File: config.mk
export PLATFORM = sky130hd
export DESIGN_NAME = alc_listener
export DESIGN_NICKNAME = d
export VERILOG_FILES = /design/src/rtl/alc_pkg.sv /design/src/rtl/alc_listener.sv
export VERILOG_INCLUDE_DIRS = /design/src /design/src/rtl
export SDC_FILE = /design/constraint.sdc
export NUM_CORES = 1
export LEC_CHECK = 0
export BUFFER_PORTS_ARGS = -buffer_cell sky130_fd_sc_hd__buf_2
export CAP_MARGIN = 20
export CELL_PAD_IN_SITES_DETAIL_PLACEMENT = 0
export CELL_PAD_IN_SITES_GLOBAL_PLACEMENT = 1
export CORE_ASPECT_RATIO = 0.5
export CORE_MARGIN = 3
export CORE_UTILIZATION = 48
export CTS_CLUSTER_SIZE = 25
export DETAILED_ROUTE_END_ITERATION = 12
export GPL_ROUTABILITY_DRIVEN = 0
export PLACE_DENSITY_LB_ADDON = 0.1
export SLEW_MARGIN = 20
export SYNTH_ARGS = -nofsm -noshare
export SYNTH_HDL_FRONTEND = slang
export SYNTH_SLANG_ARGS = --single-unit
File: constraint.sdc
create_clock -name core_clk_i -period 17.71 [get_ports core_clk_i]
set_input_delay 2.6565 -clock core_clk_i [delete_from_list [all_inputs] [get_ports core_clk_i]]
set_output_delay 2.6565 -clock core_clk_i [all_outputs]
set_load 0.02 [all_outputs]
File: src/rtl/alc_consts.svh
// Offsets, field positions, reset values and protocol codes for the AUX link config listener.
`ifndef ALC_CONSTS_SVH
`define ALC_CONSTS_SVH

// ***************************************************************
// Register-port offsets and reset values
// ***************************************************************
`define ALC_OFS_LINK_RATE 8'h02
`define ALC_OFS_LANE_CNT 8'h03
`define ALC_RST_LINK_RATE 8'h14
`define ALC_RST_LANE_CNT 8'h04
`define ALC_RST_RATE_MBPS 17'h01518

// ***************************************************************
// AUX link addresses of the tracked settings
// ***************************************************************
`define ALC_AUX_ADDR_LINK_RATE 20'h00100
`define ALC_AUX_ADDR_LANE_CNT 20'h00101

// ***************************************************************
// AUX command and reply codes
// ***************************************************************
`define ALC_CMD_NATIVE_WR 4'h8
`define ALC_CMD_NATIVE_RD 4'h9
`define ALC_REPLY_ACK 8'h00
`define ALC_REPLY_NACK 8'h10

// ***************************************************************
// Link rate codes and scale
// ***************************************************************
`define ALC_RATE_1G62 8'h06
`define ALC_RATE_2G70 8'h0A
`define ALC_RATE_5G40 8'h14
`define ALC_RATE_STEP_MBPS 17'h0010E

// ***************************************************************
// Lane count register fields
// ***************************************************************
`define ALC_LANE_CNT_MSB 4
`define ALC_LANE_CNT_LSB 0
`define ALC_LANE_WR_MASK 8'h9F
`define ALC_LANE_EF_BIT 7
`define ALC_LANES_ONE 5'h01
`define ALC_LANES_TWO 5'h02
`define ALC_LANES_FOUR 5'h04

// ***************************************************************
// Request header layout
// ***************************************************************
`define ALC_HDR_BYTES 8'h04

`endif

File: src/rtl/alc_pkg.sv
// Types shared by the AUX link config listener.
package alc_pkg;

  // Decoded AUX byte as delivered by the AUX receiver front end.
  typedef struct packed {
    logic valid;
    logic from_sink;
    logic start;
    logic stop;
    logic [7:0] data;
  } alc_aux_byte_t;

  typedef enum logic [1:0] {
    ALC_ST_IDLE = 2'b00,
    ALC_ST_REQ = 2'b01,
    ALC_ST_REPLY = 2'b10,
    ALC_ST_NACK_CNT = 2'b11
  } alc_state_t;

  typedef enum logic [1:0] {
    ALC_RATE_RSVD = 2'b00,
    ALC_RATE_162 = 2'b01,
    ALC_RATE_270 = 2'b10,
    ALC_RATE_540 = 2'b11
  } alc_rate_t;

endpackage

File: src/rtl/alc_listener.sv
// AUX link config listener: snoops native AUX traffic and mirrors link rate and lane count.
// ***************************************************************
// ***************************************************************
`timescale 1ns/100ps
`include "alc_consts.svh"

module alc_listener (
  input wire logic core_clk_i,
  input wire logic reset_i,
  input alc_pkg::alc_aux_byte_t aux_byte_i,
  input wire logic [7:0] smb_addr_i,
  input wire logic smb_wr_i,
  input wire logic [7:0] smb_wdata_i,
  output logic [7:0] smb_rdata_o,
  output logic [7:0] link_rate_o,
  output logic [7:0] lane_count_o,
  output alc_pkg::alc_rate_t rate_code_o,
  output logic [16:0] rate_mbps_o,
  output logic [3:0] lane_enable_o,
  output logic enhanced_framing_o,
  output logic ack_seen_o,
  output logic nack_seen_o
);

  // ***************************************************************
  // Frame parser state
  // ***************************************************************
  alc_pkg::alc_state_t st_r, st_nxt;
  logic [7:0] idx_r, idx_nxt;
  logic [3:0] cmd_r, cmd_nxt;
  logic [19:0] addr_r, addr_nxt;
  logic [7:0] pend_rate_r, pend_rate_nxt;
  logic [7:0] pend_lane_r, pend_lane_nxt;
  logic [8:0] pend_rate_k_r, pend_rate_k_nxt;
  logic [8:0] pend_lane_k_r, pend_lane_k_nxt;
  logic ack_r, ack_nxt;
  logic nack_r, nack_nxt;

  // ***************************************************************
  // Mirror registers
  // ***************************************************************
  logic [7:0] rate_r, rate_nxt;
  logic [7:0] lane_r, lane_nxt;
  logic [7:0] rdata_r, rdata_nxt;
  alc_pkg::alc_rate_t code_r, code_nxt;
  logic [16:0] mbps_r, mbps_nxt;
  logic [3:0] lane_en_r, lane_en_nxt;

  logic [19:0] cur_addr;
  logic [7:0] dbyte;
  logic [8:0] dk;

  // Data byte index k within the payload, and its AUX address.
  always_comb begin
    dbyte = idx_r - `ALC_HDR_BYTES;
    dk = {1'b0, dbyte};
    cur_addr = addr_r + {12'h000, dbyte};
  end

  // ***************************************************************
  // Parser next state
  // ***************************************************************
  // A pending index of 9'h100 marks "no byte pending"; write data only
  // lands in a mirror once the sink has actually accepted it.
  always_comb begin
    st_nxt = st_r;
    idx_nxt = idx_r;
    cmd_nxt = cmd_r;
    addr_nxt = addr_r;
    pend_rate_nxt = pend_rate_r;
    pend_lane_nxt = pend_lane_r;
    pend_rate_k_nxt = pend_rate_k_r;
    pend_lane_k_nxt = pend_lane_k_r;
    ack_nxt = 1'b0;
    nack_nxt = 1'b0;
    rate_nxt = rate_r;
    lane_nxt = lane_r;
    // SMBus writes apply first so a same-cycle AUX capture overrides them.
    if (smb_wr_i && smb_addr_i == `ALC_OFS_LINK_RATE) begin
      rate_nxt = smb_wdata_i;
    end
    if (smb_wr_i && smb_addr_i == `ALC_OFS_LANE_CNT) begin
      lane_nxt = smb_wdata_i & `ALC_LANE_WR_MASK;
    end
    if (aux_byte_i.valid) begin
      idx_nxt = idx_r + 8'h01;
      if (aux_byte_i.start && !aux_byte_i.from_sink) begin
        st_nxt = alc_pkg::ALC_ST_REQ;
        idx_nxt = 8'h01;
        cmd_nxt = aux_byte_i.data[7:4];
        addr_nxt = {aux_byte_i.data[3:0], 16'h0000};
        pend_rate_k_nxt = 9'h100;
        pend_lane_k_nxt = 9'h100;
      end else if (aux_byte_i.start) begin
        st_nxt = alc_pkg::ALC_ST_REPLY;
        idx_nxt = `ALC_HDR_BYTES;
        if (aux_byte_i.data == `ALC_REPLY_ACK) begin
          ack_nxt = 1'b1;
          if (cmd_r == `ALC_CMD_NATIVE_WR) begin
            if (!pend_rate_k_r[8]) begin
              rate_nxt = pend_rate_r;
            end
            if (!pend_lane_k_r[8]) begin
              lane_nxt = pend_lane_r & `ALC_LANE_WR_MASK;
            end
            // Consume the pending bytes so a stray second reply cannot apply them again.
            pend_rate_k_nxt = 9'h100;
            pend_lane_k_nxt = 9'h100;
          end
        end else if (aux_byte_i.data == `ALC_REPLY_NACK) begin
          nack_nxt = 1'b1;
          st_nxt = alc_pkg::ALC_ST_NACK_CNT;
        end else begin
          st_nxt = alc_pkg::ALC_ST_IDLE;
        end
      end else begin
        case (st_r)
          alc_pkg::ALC_ST_REQ: begin
            if (idx_r == 8'h01) begin
              addr_nxt = {addr_r[19:16], aux_byte_i.data, 8'h00};
            end else if (idx_r == 8'h02) begin
              addr_nxt = {addr_r[19:8], aux_byte_i.data};
            end else if (idx_r >= `ALC_HDR_BYTES && cmd_r == `ALC_CMD_NATIVE_WR) begin
              if (cur_addr == `ALC_AUX_ADDR_LINK_RATE) begin
                pend_rate_nxt = aux_byte_i.data;
                pend_rate_k_nxt = dk;
              end
              if (cur_addr == `ALC_AUX_ADDR_LANE_CNT) begin
                pend_lane_nxt = aux_byte_i.data;
                pend_lane_k_nxt = dk;
              end
            end
          end
          alc_pkg::ALC_ST_REPLY: begin
            // Read data is taken per byte, so an early stop is harmless.
            if (cmd_r == `ALC_CMD_NATIVE_RD) begin
              if (cur_addr == `ALC_AUX_ADDR_LINK_RATE) begin
                rate_nxt = aux_byte_i.data;
              end
              if (cur_addr == `ALC_AUX_ADDR_LANE_CNT) begin
                lane_nxt = aux_byte_i.data & `ALC_LANE_WR_MASK;
              end
            end
          end
          alc_pkg::ALC_ST_NACK_CNT: begin
            // Only the first M payload bytes were accepted; M of zero applies none.
            if (cmd_r == `ALC_CMD_NATIVE_WR) begin
              if (pend_rate_k_r < {1'b0, aux_byte_i.data}) begin
                rate_nxt = pend_rate_r;
              end
              if (pend_lane_k_r < {1'b0, aux_byte_i.data}) begin
                lane_nxt = pend_lane_r & `ALC_LANE_WR_MASK;
              end
            end
            pend_rate_k_nxt = 9'h100;
            pend_lane_k_nxt = 9'h100;
            st_nxt = alc_pkg::ALC_ST_IDLE;
          end
          default: begin
            st_nxt = alc_pkg::ALC_ST_IDLE;
          end
        endcase
      end
      if (aux_byte_i.stop && !aux_byte_i.start && st_nxt != alc_pkg::ALC_ST_REQ) begin
        st_nxt = alc_pkg::ALC_ST_IDLE;
      end
    end
  end

  // ***************************************************************
  // Derived outputs and register readback
  // ***************************************************************
  always_comb begin
    mbps_nxt = 17'(rate_nxt) * `ALC_RATE_STEP_MBPS;
    case (rate_nxt)
      `ALC_RATE_1G62: code_nxt = alc_pkg::ALC_RATE_162;
      `ALC_RATE_2G70: code_nxt = alc_pkg::ALC_RATE_270;
      `ALC_RATE_5G40: code_nxt = alc_pkg::ALC_RATE_540;
      default: code_nxt = alc_pkg::ALC_RATE_RSVD;
    endcase
    case (lane_nxt[`ALC_LANE_CNT_MSB:`ALC_LANE_CNT_LSB])
      `ALC_LANES_ONE: lane_en_nxt = 4'h1;
      `ALC_LANES_TWO: lane_en_nxt = 4'h3;
      `ALC_LANES_FOUR: lane_en_nxt = 4'hF;
      default: lane_en_nxt = 4'h0;
    endcase
    case (smb_addr_i)
      `ALC_OFS_LINK_RATE: rdata_nxt = rate_nxt;
      `ALC_OFS_LANE_CNT: rdata_nxt = lane_nxt;
      default: rdata_nxt = 8'h00;
    endcase
  end

  always_ff @(posedge core_clk_i) begin
    if (reset_i) begin
      st_r <= alc_pkg::ALC_ST_IDLE;
      idx_r <= 8'h00;
      cmd_r <= 4'h0;
      addr_r <= 20'h00000;
      pend_rate_r <= 8'h00;
      pend_lane_r <= 8'h00;
      pend_rate_k_r <= 9'h100;
      pend_lane_k_r <= 9'h100;
      ack_r <= 1'b0;
      nack_r <= 1'b0;
      rate_r <= `ALC_RST_LINK_RATE;
      lane_r <= `ALC_RST_LANE_CNT;
      rdata_r <= 8'h00;
      code_r <= alc_pkg::ALC_RATE_540;
      mbps_r <= `ALC_RST_RATE_MBPS;
      lane_en_r <= 4'hF;
    end else begin
      st_r <= st_nxt;
      idx_r <= idx_nxt;
      cmd_r <= cmd_nxt;
      addr_r <= addr_nxt;
      pend_rate_r <= pend_rate_nxt;
      pend_lane_r <= pend_lane_nxt;
      pend_rate_k_r <= pend_rate_k_nxt;
      pend_lane_k_r <= pend_lane_k_nxt;
      ack_r <= ack_nxt;
      nack_r <= nack_nxt;
      rate_r <= rate_nxt;
      lane_r <= lane_nxt;
      rdata_r <= rdata_nxt;
      code_r <= code_nxt;
      mbps_r <= mbps_nxt;
      lane_en_r <= lane_en_nxt;
    end
  end

  assign smb_rdata_o = rdata_r;
  assign link_rate_o = rate_r;
  assign lane_count_o = lane_r;
  assign rate_code_o = code_r;
  assign rate_mbps_o = mbps_r;
  assign lane_enable_o = lane_en_r;
  assign enhanced_framing_o = lane_r[`ALC_LANE_EF_BIT];
  assign ack_seen_o = ack_r;
  assign nack_seen_o = nack_r;

endmodule // alc_listener

==> impl_metrics.env, run 1 <==
export IMPL_run_status="finished clean"
export IMPL_layout_common_cells="nor2_1 (124), dfxtp_1 (112), buf_2 (79)"
export IMPL_synth_top_area_share_pct=30.5
export IMPL_cp_data_arrival_time_ns=8.62
export IMPL_syn2layout_area_growth_pct=11.0
export IMPL_start_kind="input pin"
export IMPL_core_area_mm2=0.0147
export IMPL_worstSetupEndpointType="register"
export IMPL_switching_share_pct=30.9
export IMPL_wl_mm=20.7
export IMPL_place_ws_ns=9.11
export IMPL_worstPathMaxFanout=8
export IMPL_r2r_end="rate_mbps_o[14]"
export IMPL_drc=0
export IMPL_drive_above_1_share_pct=12.9
export IMPL_report_final_hold_viol_count=0
export IMPL_drt_first_iter_violations=525
export IMPL_p_leak_nw=3.92
export IMPL_ys_flop_type="dfxtp_1"
export IMPL_die_w_um=181
export IMPL_cts_tree="done"
export IMPL_ys_types=77
export IMPL_rsz0062_at_grt="no"
export IMPL_fmax_mhz=120
export IMPL_slew_violations=0
export IMPL_layout_min_cycle_time_ns=8.33
export IMPL_synth_seq_cells=112
export IMPL_synth_edff_count=0
export IMPL_hp_class="register to register"
export IMPL_hold_depth=2
export IMPL_worst_slew_margin_rel_pct=35.2
export IMPL_ant_nets=0
export IMPL_synth_area_mm2=0.00736
export IMPL_via_per_inst=5.75
export IMPL_final_setup_worst_slack_ns=9.38
export IMPL_seqPwrFrac_pct=45.4
export IMPL_dr_pass1_iters=5
export IMPL_layout_commonest_cell="nor2_1"
export IMPL_synth_area_leader_cell="dfxtp_1"
export IMPL_setup_viol_count_final=0
export IMPL_dp_hpwl_mm=15.5
export IMPL_cts_sinks=112
export IMPL_pwr_density_cell_mw_per_mm2=72.2
export IMPL_wl_per_cell_um=17.9
export IMPL_numCtsBuffers=9
export IMPL_vias=6669
export IMPL_switchingPower_uw=182
export IMPL_drv_cap=0
export IMPL_portBuffers=79
export IMPL_grt_pass1_wl_mm=33.5
export IMPL_layoutNonFillerInstCount=1160
export IMPL_setup_tns_final_ns=0
export IMPL_place_inst=1144
export IMPL_yosys_warnings=0
export IMPL_holdCritStartpoint="cmd_r[0]"
export IMPL_holdPathEnd="cmd_r[0]"
export IMPL_whs_ns=0.474
export IMPL_clock_skew_ns=0.0132
export IMPL_fin_nets=1066
export IMPL_die_area_mm2=0.0169
export IMPL_r2r_slack_ns=9.77
export IMPL_clk_latency_ns=0.36
export IMPL_diodes=0
export IMPL_antenna_found_initial=0
export IMPL_tightest_slew_ns=0.959
export IMPL_cp_required_ns=18.00
export IMPL_top_level_ports=81
export IMPL_pwr_share_clk_pct=35.3
export IMPL_async_flop_share_pct=0
export IMPL_syn_nets=1009
export IMPL_r2r_start="idx_r[2]"
export IMPL_syn_area_per_cell_um2=8.18
export IMPL_cts_max_level=3
export IMPL_cts_setup_buffers=0
export IMPL_netlist_top_cells_area="dfxtp_1 (30%), ha_1 (12%), mux2i_1 (6.9%)"
export IMPL_initial_core_util_pct=49.9
export IMPL_fin_crit_sh_pct=47.1
export IMPL_cts_repair_resized=0
export IMPL_rows=31
export IMPL_clk_pin_slew_ns=0.08
export IMPL_ir_drop_mv=0.0405
export IMPL_grt_overflow=0
export IMPL_clockBufferDepth=2
export IMPL_ys_seq_area_share_pct=30.5
export IMPL_cts_root_buffer="clkbuf_16"
export IMPL_reg2regPathDepth=32
export IMPL_grt_pass1_vias=6333
export IMPL_grt_max_degree=70
export IMPL_netlist_instances=900
export IMPL_hold_buffers=0
export IMPL_pwr_share_comb_pct=19.3
export IMPL_grtUsageTotal_pct=24.5
export IMPL_p_int_uw=408
export IMPL_die_h_um=93.6
export IMPL_power_uw=590
export IMPL_path_class="input pin to register"
cells by family (layout without fill, tap and decap cells):
family / count (synthesis) / count (layout) / share of synthesized area (%)
compound gates: 207 / 207 / 19.1
xor+xnor: 8 / 8 / 0.952
fa+ha+maj: 78 / 78 / 14.2
buf+inv: 114 / 176 / 6.09
flops: 112 / 112 / 30.5
mux: 59 / 59 / 8.16
other cells: 1 / 1 / 0.0510
simple gates: 321 / 321 / 21.0
flip-flops by register name, summed over array words and instances, names as in the netlist:
signal         cells
addr_r            20
rate_mbps_o       15
pend_lane_k_r      9
pend_rate_k_r      9
idx_r              8
lane_count_o       8
link_rate_o        8
pend_rate_r        8
smb_rdata_o        8
pend_lane_r        6
cmd_r              4
lane_enable_o      3
rate_code_o        2
st_r               2
ack_seen_o         1
nack_seen_o        1
critical path, cell delays in order:
cell and delay [ns]:
buf_2 0.09, nor4_1 0.38, nand3_1 0.13, nor2_1 0.16, nand2_1 0.37, mux2_2 0.44, mux2i_1 0.13, o21ai_0 0.09
a221o_1 0.37, and2_1 0.25, ha_1 0.31, ha_1 0.27, inv_1 0.05, fa_1 0.47, inv_1 0.07, ha_1 0.16
inv_1 0.05, fa_1 0.37, nor2b_1 0.16, o21ai_0 0.13, a21boi_0 0.22, o21ai_0 0.13, a21boi_0 0.25, o21ai_0 0.15
a21boi_0 0.24, o21ai_0 0.18, a21o_1 0.21, mux2i_1 0.11
power groups by stage:
stage / registers, mW / clock network (mW) / logic, mW
after floorplan: 0.283 / 0 / 0.0695
after global placement: 0.274 / 0 / 0.112
after detailed placement: 0.274 / 0 / 0.113
after CTS: 0.268 / 0.212 / 0.114
after global routing: 0.269 / 0.223 / 0.129
final: 0.268 / 0.208 / 0.114
through the flow:
step                      cell area (um^2)  utilization (%)
after floorplan                       7360                -
after global placement                7870             53.4
after detailed placement              7870             53.4
after CTS                             8170             55.4
after global routing                  8170             55.4
final                                 8170             55.4
cell type report:
class / instances / area (um^2)
fill: 1419 / 6570
multi-input combinational: 674 / 4670
sequential: 112 / 2240
timing repair buffer: 83 / 425
inverter: 77 / 289
tap: 198 / 248
clock buffer: 10 / 239
clock inverter: 6 / 57.6
layer usage:
metal / GRT usage, % / share of wire [%] / vias up
li1: - / - / 3284
met1: 35.8 / 50 / 3134
met2: 38.1 / 43 / 228
met3: 4.39 / 6.0 / 23
met4: 4.69 / 1.2 / 0
met5: 0 / 0 / -
cells in the mapped netlist (3+ instances only):
master and number:
buf_4 4, o21ai_0 43, a22oi_1 22, a21o_1 13
nor2b_1 12, o21ai_1 5, nand4b_1 3, a21boi_0 8
fa_1 9, and3_1 9, or3_1 6, buf_2 4
nor2_1 124, a211oi_1 4, nand4_1 12, nor3_1 10
mux2i_1 51, a221oi_1 4, ha_1 69, or2_2 3
o22ai_1 6, a31o_2 3, xnor2_1 5, a2111o_1 4
o211ai_1 3, a211o_1 5, dfxtp_1 112, xor2_1 3
nand2_1 77, clkbuf_1 29, nor3b_1 4, inv_1 77
nor4_1 8, a21oi_1 50, a2111oi_0 3, a31oi_1 3
nand3_1 16, nand2b_1 13, and2_1 10, mux2_2 4
mux2_1 4
worst max path at each step:
stage                        from               to  slack, ns  cells past startpoint
global route        smb_addr_i[3]  rate_mbps_o[14]       8.93                     28
global placement    aux_byte_i[4]  rate_mbps_o[14]       9.27                     30
detailed placement  aux_byte_i[4]  rate_mbps_o[14]       9.11                     30
finish              smb_addr_i[3]  rate_mbps_o[14]       9.38                     28
CTS                 aux_byte_i[4]  rate_mbps_o[14]       9.45                     30
floorplan           aux_byte_i[4]  rate_mbps_o[14]       9.68                     30
No activity file was read; power rests on OpenSTA's default activity.
==> run 2, diff against run 1 <==
Settings changed: CORE_UTILIZATION 48 to 45.
Clock period 17.71 ns to 8.6 ns, I/O delays scaled along.
==> run 2 against run 1 <==
- power is 100% higher
- non-clock buffer count stayed put
- utilization is 3.2 points lower
- clock power is 100% higher
- via count is 1.1% lower
- clock-buffer cell count is 1 higher
- critical path depth is 4 higher
- global-route usage is 1.0 points lower
- design area is 0.31% higher
- cell count is 2.0% higher
- sequential share of layout area is 0.084 points lower
- largest power group unchanged
- highest routed layer unchanged
==> impl_metrics.env, run 2 (same netlist as run 1, synthesis figures left out) <==
export IMPL_run_status="finished clean"
export IMPL_top_level_ports=81
export IMPL_rows=32
export IMPL_clk_latency_ns=0.36
export IMPL_layout_common_cells="nor2_1 (124), dfxtp_1 (112), buf_2 (79)"
export IMPL_slew_violations=0
export IMPL_initial_core_util_pct=46.9
export IMPL_die_area_mm2=0.0180
export IMPL_top_register="addr_r"
export IMPL_diodes=0
export IMPL_cp_data_arrival_time_ns=8.02
export IMPL_place_inst=1167
export IMPL_r2r_end="rate_mbps_o[14]"
export IMPL_critPathLaunch="idx_r[2]"
export IMPL_vias=6597
export IMPL_layoutNonFillerInstCount=1183
export IMPL_pwr_share_comb_pct=19.5
export IMPL_seqPwrFrac_pct=45.7
export IMPL_pwr_density_cell_mw_per_mm2=147
export IMPL_cpMostUsedCell="o21ai_0"
export IMPL_die_h_um=96.4
export IMPL_numCtsBuffers=9
export IMPL_r2r_slack_ns=0.87
export IMPL_path_class="register to register"
export IMPL_endpoint="rate_mbps_o[14]"
export IMPL_rsz0062_at_grt="no"
export IMPL_grt_pass1_wl_mm=33.4
export IMPL_cts_max_level=3
export IMPL_ant_nets=0
export IMPL_crit_path_max_incr_delay_ns=0.61
export IMPL_setup_viol_count_final=0
export IMPL_fin_util_pct=52.2
export IMPL_worstSetupEndpointType="register"
export IMPL_clk_pin_slew_ns=0.08
export IMPL_layout_min_cycle_time_ns=7.73
export IMPL_grtUsageTotal_pct=23.5
export IMPL_drt_first_iter_violations=473
export IMPL_hp_class="register to register"
export IMPL_dp_hpwl_mm=15.5
export IMPL_cts_tree="done"
export IMPL_dr_pass1_iters=6
export IMPL_portBuffers=79
export IMPL_clockBufferDepth=2
export IMPL_syn2layout_area_growth_pct=11.4
export IMPL_switching_share_pct=30.3
export IMPL_drive_above_1_share_pct=12.9
export IMPL_drc=0
export IMPL_antenna_found_initial=0
export IMPL_grt_overflow=0
export IMPL_grt_pass1_vias=6140
export IMPL_cp_required_ns=8.89
export IMPL_via_per_inst=5.58
export IMPL_setup_tns_final_ns=0
export IMPL_start_kind="register"
export IMPL_p_leak_nw=3.92
export IMPL_worstPathMaxFanout=8
export IMPL_ir_drop_mv=0.104
export IMPL_wl_mm=21.3
export IMPL_report_final_hold_viol_count=0
export IMPL_worst_slew_margin_rel_pct=42.3
export IMPL_largest_reg_flops=20
export IMPL_fmax_mhz=129
export IMPL_grt_max_degree=79
export IMPL_p_int_uw=842
export IMPL_switchingPower_uw=366
export IMPL_fin_nets=1066
export IMPL_r2r_start="idx_r[2]"
export IMPL_die_w_um=187
export IMPL_holdCritStartpoint="cmd_r[0]"
export IMPL_pwr_share_clk_pct=34.8
export IMPL_tightest_slew_ns=0.853
export IMPL_clock_skew_ns=0.00946
export IMPL_core_area_mm2=0.0157
export IMPL_cts_root_buffer="clkbuf_16"
export IMPL_reg2regPathDepth=32
export IMPL_wl_per_cell_um=18.0
export IMPL_drv_cap=0
export IMPL_layout_commonest_cell="nor2_1"
export IMPL_fillers=1551
export IMPL_crit_slowest_cell="o311ai_1"
export IMPL_cts_sinks=112
export IMPL_fin_crit_sh_pct=89.9
==> run 2: cell count changes in the layout (fill, tap and decap cells not counted) <==
cell        delta
inv_8          -2
a2111oi_1      +1
clkinvlp_4     +1
a2111oi_0      -1
clkinv_2       +1
clkbuf_8       +1
inv_6          -1
==> run 2: critical path, delay by kind of cell (launching register included) <==
family / cells / cell delay, ns
AND/OR/NAND/NOR: 6 / 1.43
AO/OA/AOI/OAI: 12 / 2.65
buffers and inverters: 4 / 0.33
XOR/XNOR: 1 / 0.17
flip-flops: 1 / 0.45
multiplexers: 2 / 0.42
adder cells (fa/ha/maj): 7 / 2.22
==> run 2: stage by stage <==
step | setup WS (ns) | hold WS (ns) | instance area, um^2 | power (mW)
after floorplan | 1.73 | 0.439 | 7360 | 0.726
after global placement | 1.11 | 0.453 | 7900 | 0.798
after detailed placement | 0.926 | 0.464 | 7900 | 0.797
after CTS | 0.882 | 0.475 | 8190 | 1.22
after global routing | 0.0999 | 0.505 | 8200 | 1.27
final | 0.872 | 0.475 | 8200 | 1.21
==> run 2: repair_timing <==
action                                  4_1_cts  5_1_grt
hold buffers                                  0        0
endpoints found under the setup margin        0        2
buffers inserted                              0        0
gates resized for setup                       0        1
==> run 2: worst min-delay path by stage <==
stage | to | slack, ns | cells past startpoint
2_1_floorplan | cmd_r[0] | 0.44 | 2
3_3_place_gp | cmd_r[0] | 0.45 | 2
3_5_place_dp | cmd_r[1] | 0.46 | 2
4_1_cts | cmd_r[1] | 0.47 | 2
5_1_grt | cmd_r[1] | 0.50 | 2
6_report | cmd_r[0] | 0.48 | 2
==> run 2: per-layer routing <==
layer	wire (um)	track usage, %	vias to the layer above
li1	-	-	3280
met1	10500	33.3	3076
met2	9170	37.6	218
met3	1330	4.58	23
met4	251	4.78	0
met5	0	0	-
==> run 2: layout make-up <==
class	count	area [um^2]	share of cell area, %
timing repair buffer	83	425	5.19
inverter	77	289	3.53
multi-input combinational	674	4670	57.0
clock inverter	5	38.8	0.473
tap	221	277	3.37
clock buffer	11	253	3.08
sequential	112	2240	27.4
==> run 2: power groups by stage <==
stage	Combinational (mW)	Sequential (mW)	Clock, mW
final	0.235	0.552	0.420
after global routing	0.264	0.555	0.450
after CTS	0.236	0.552	0.431
after detailed placement	0.234	0.563	0
after global placement	0.235	0.564	0
after floorplan	0.143	0.583	0
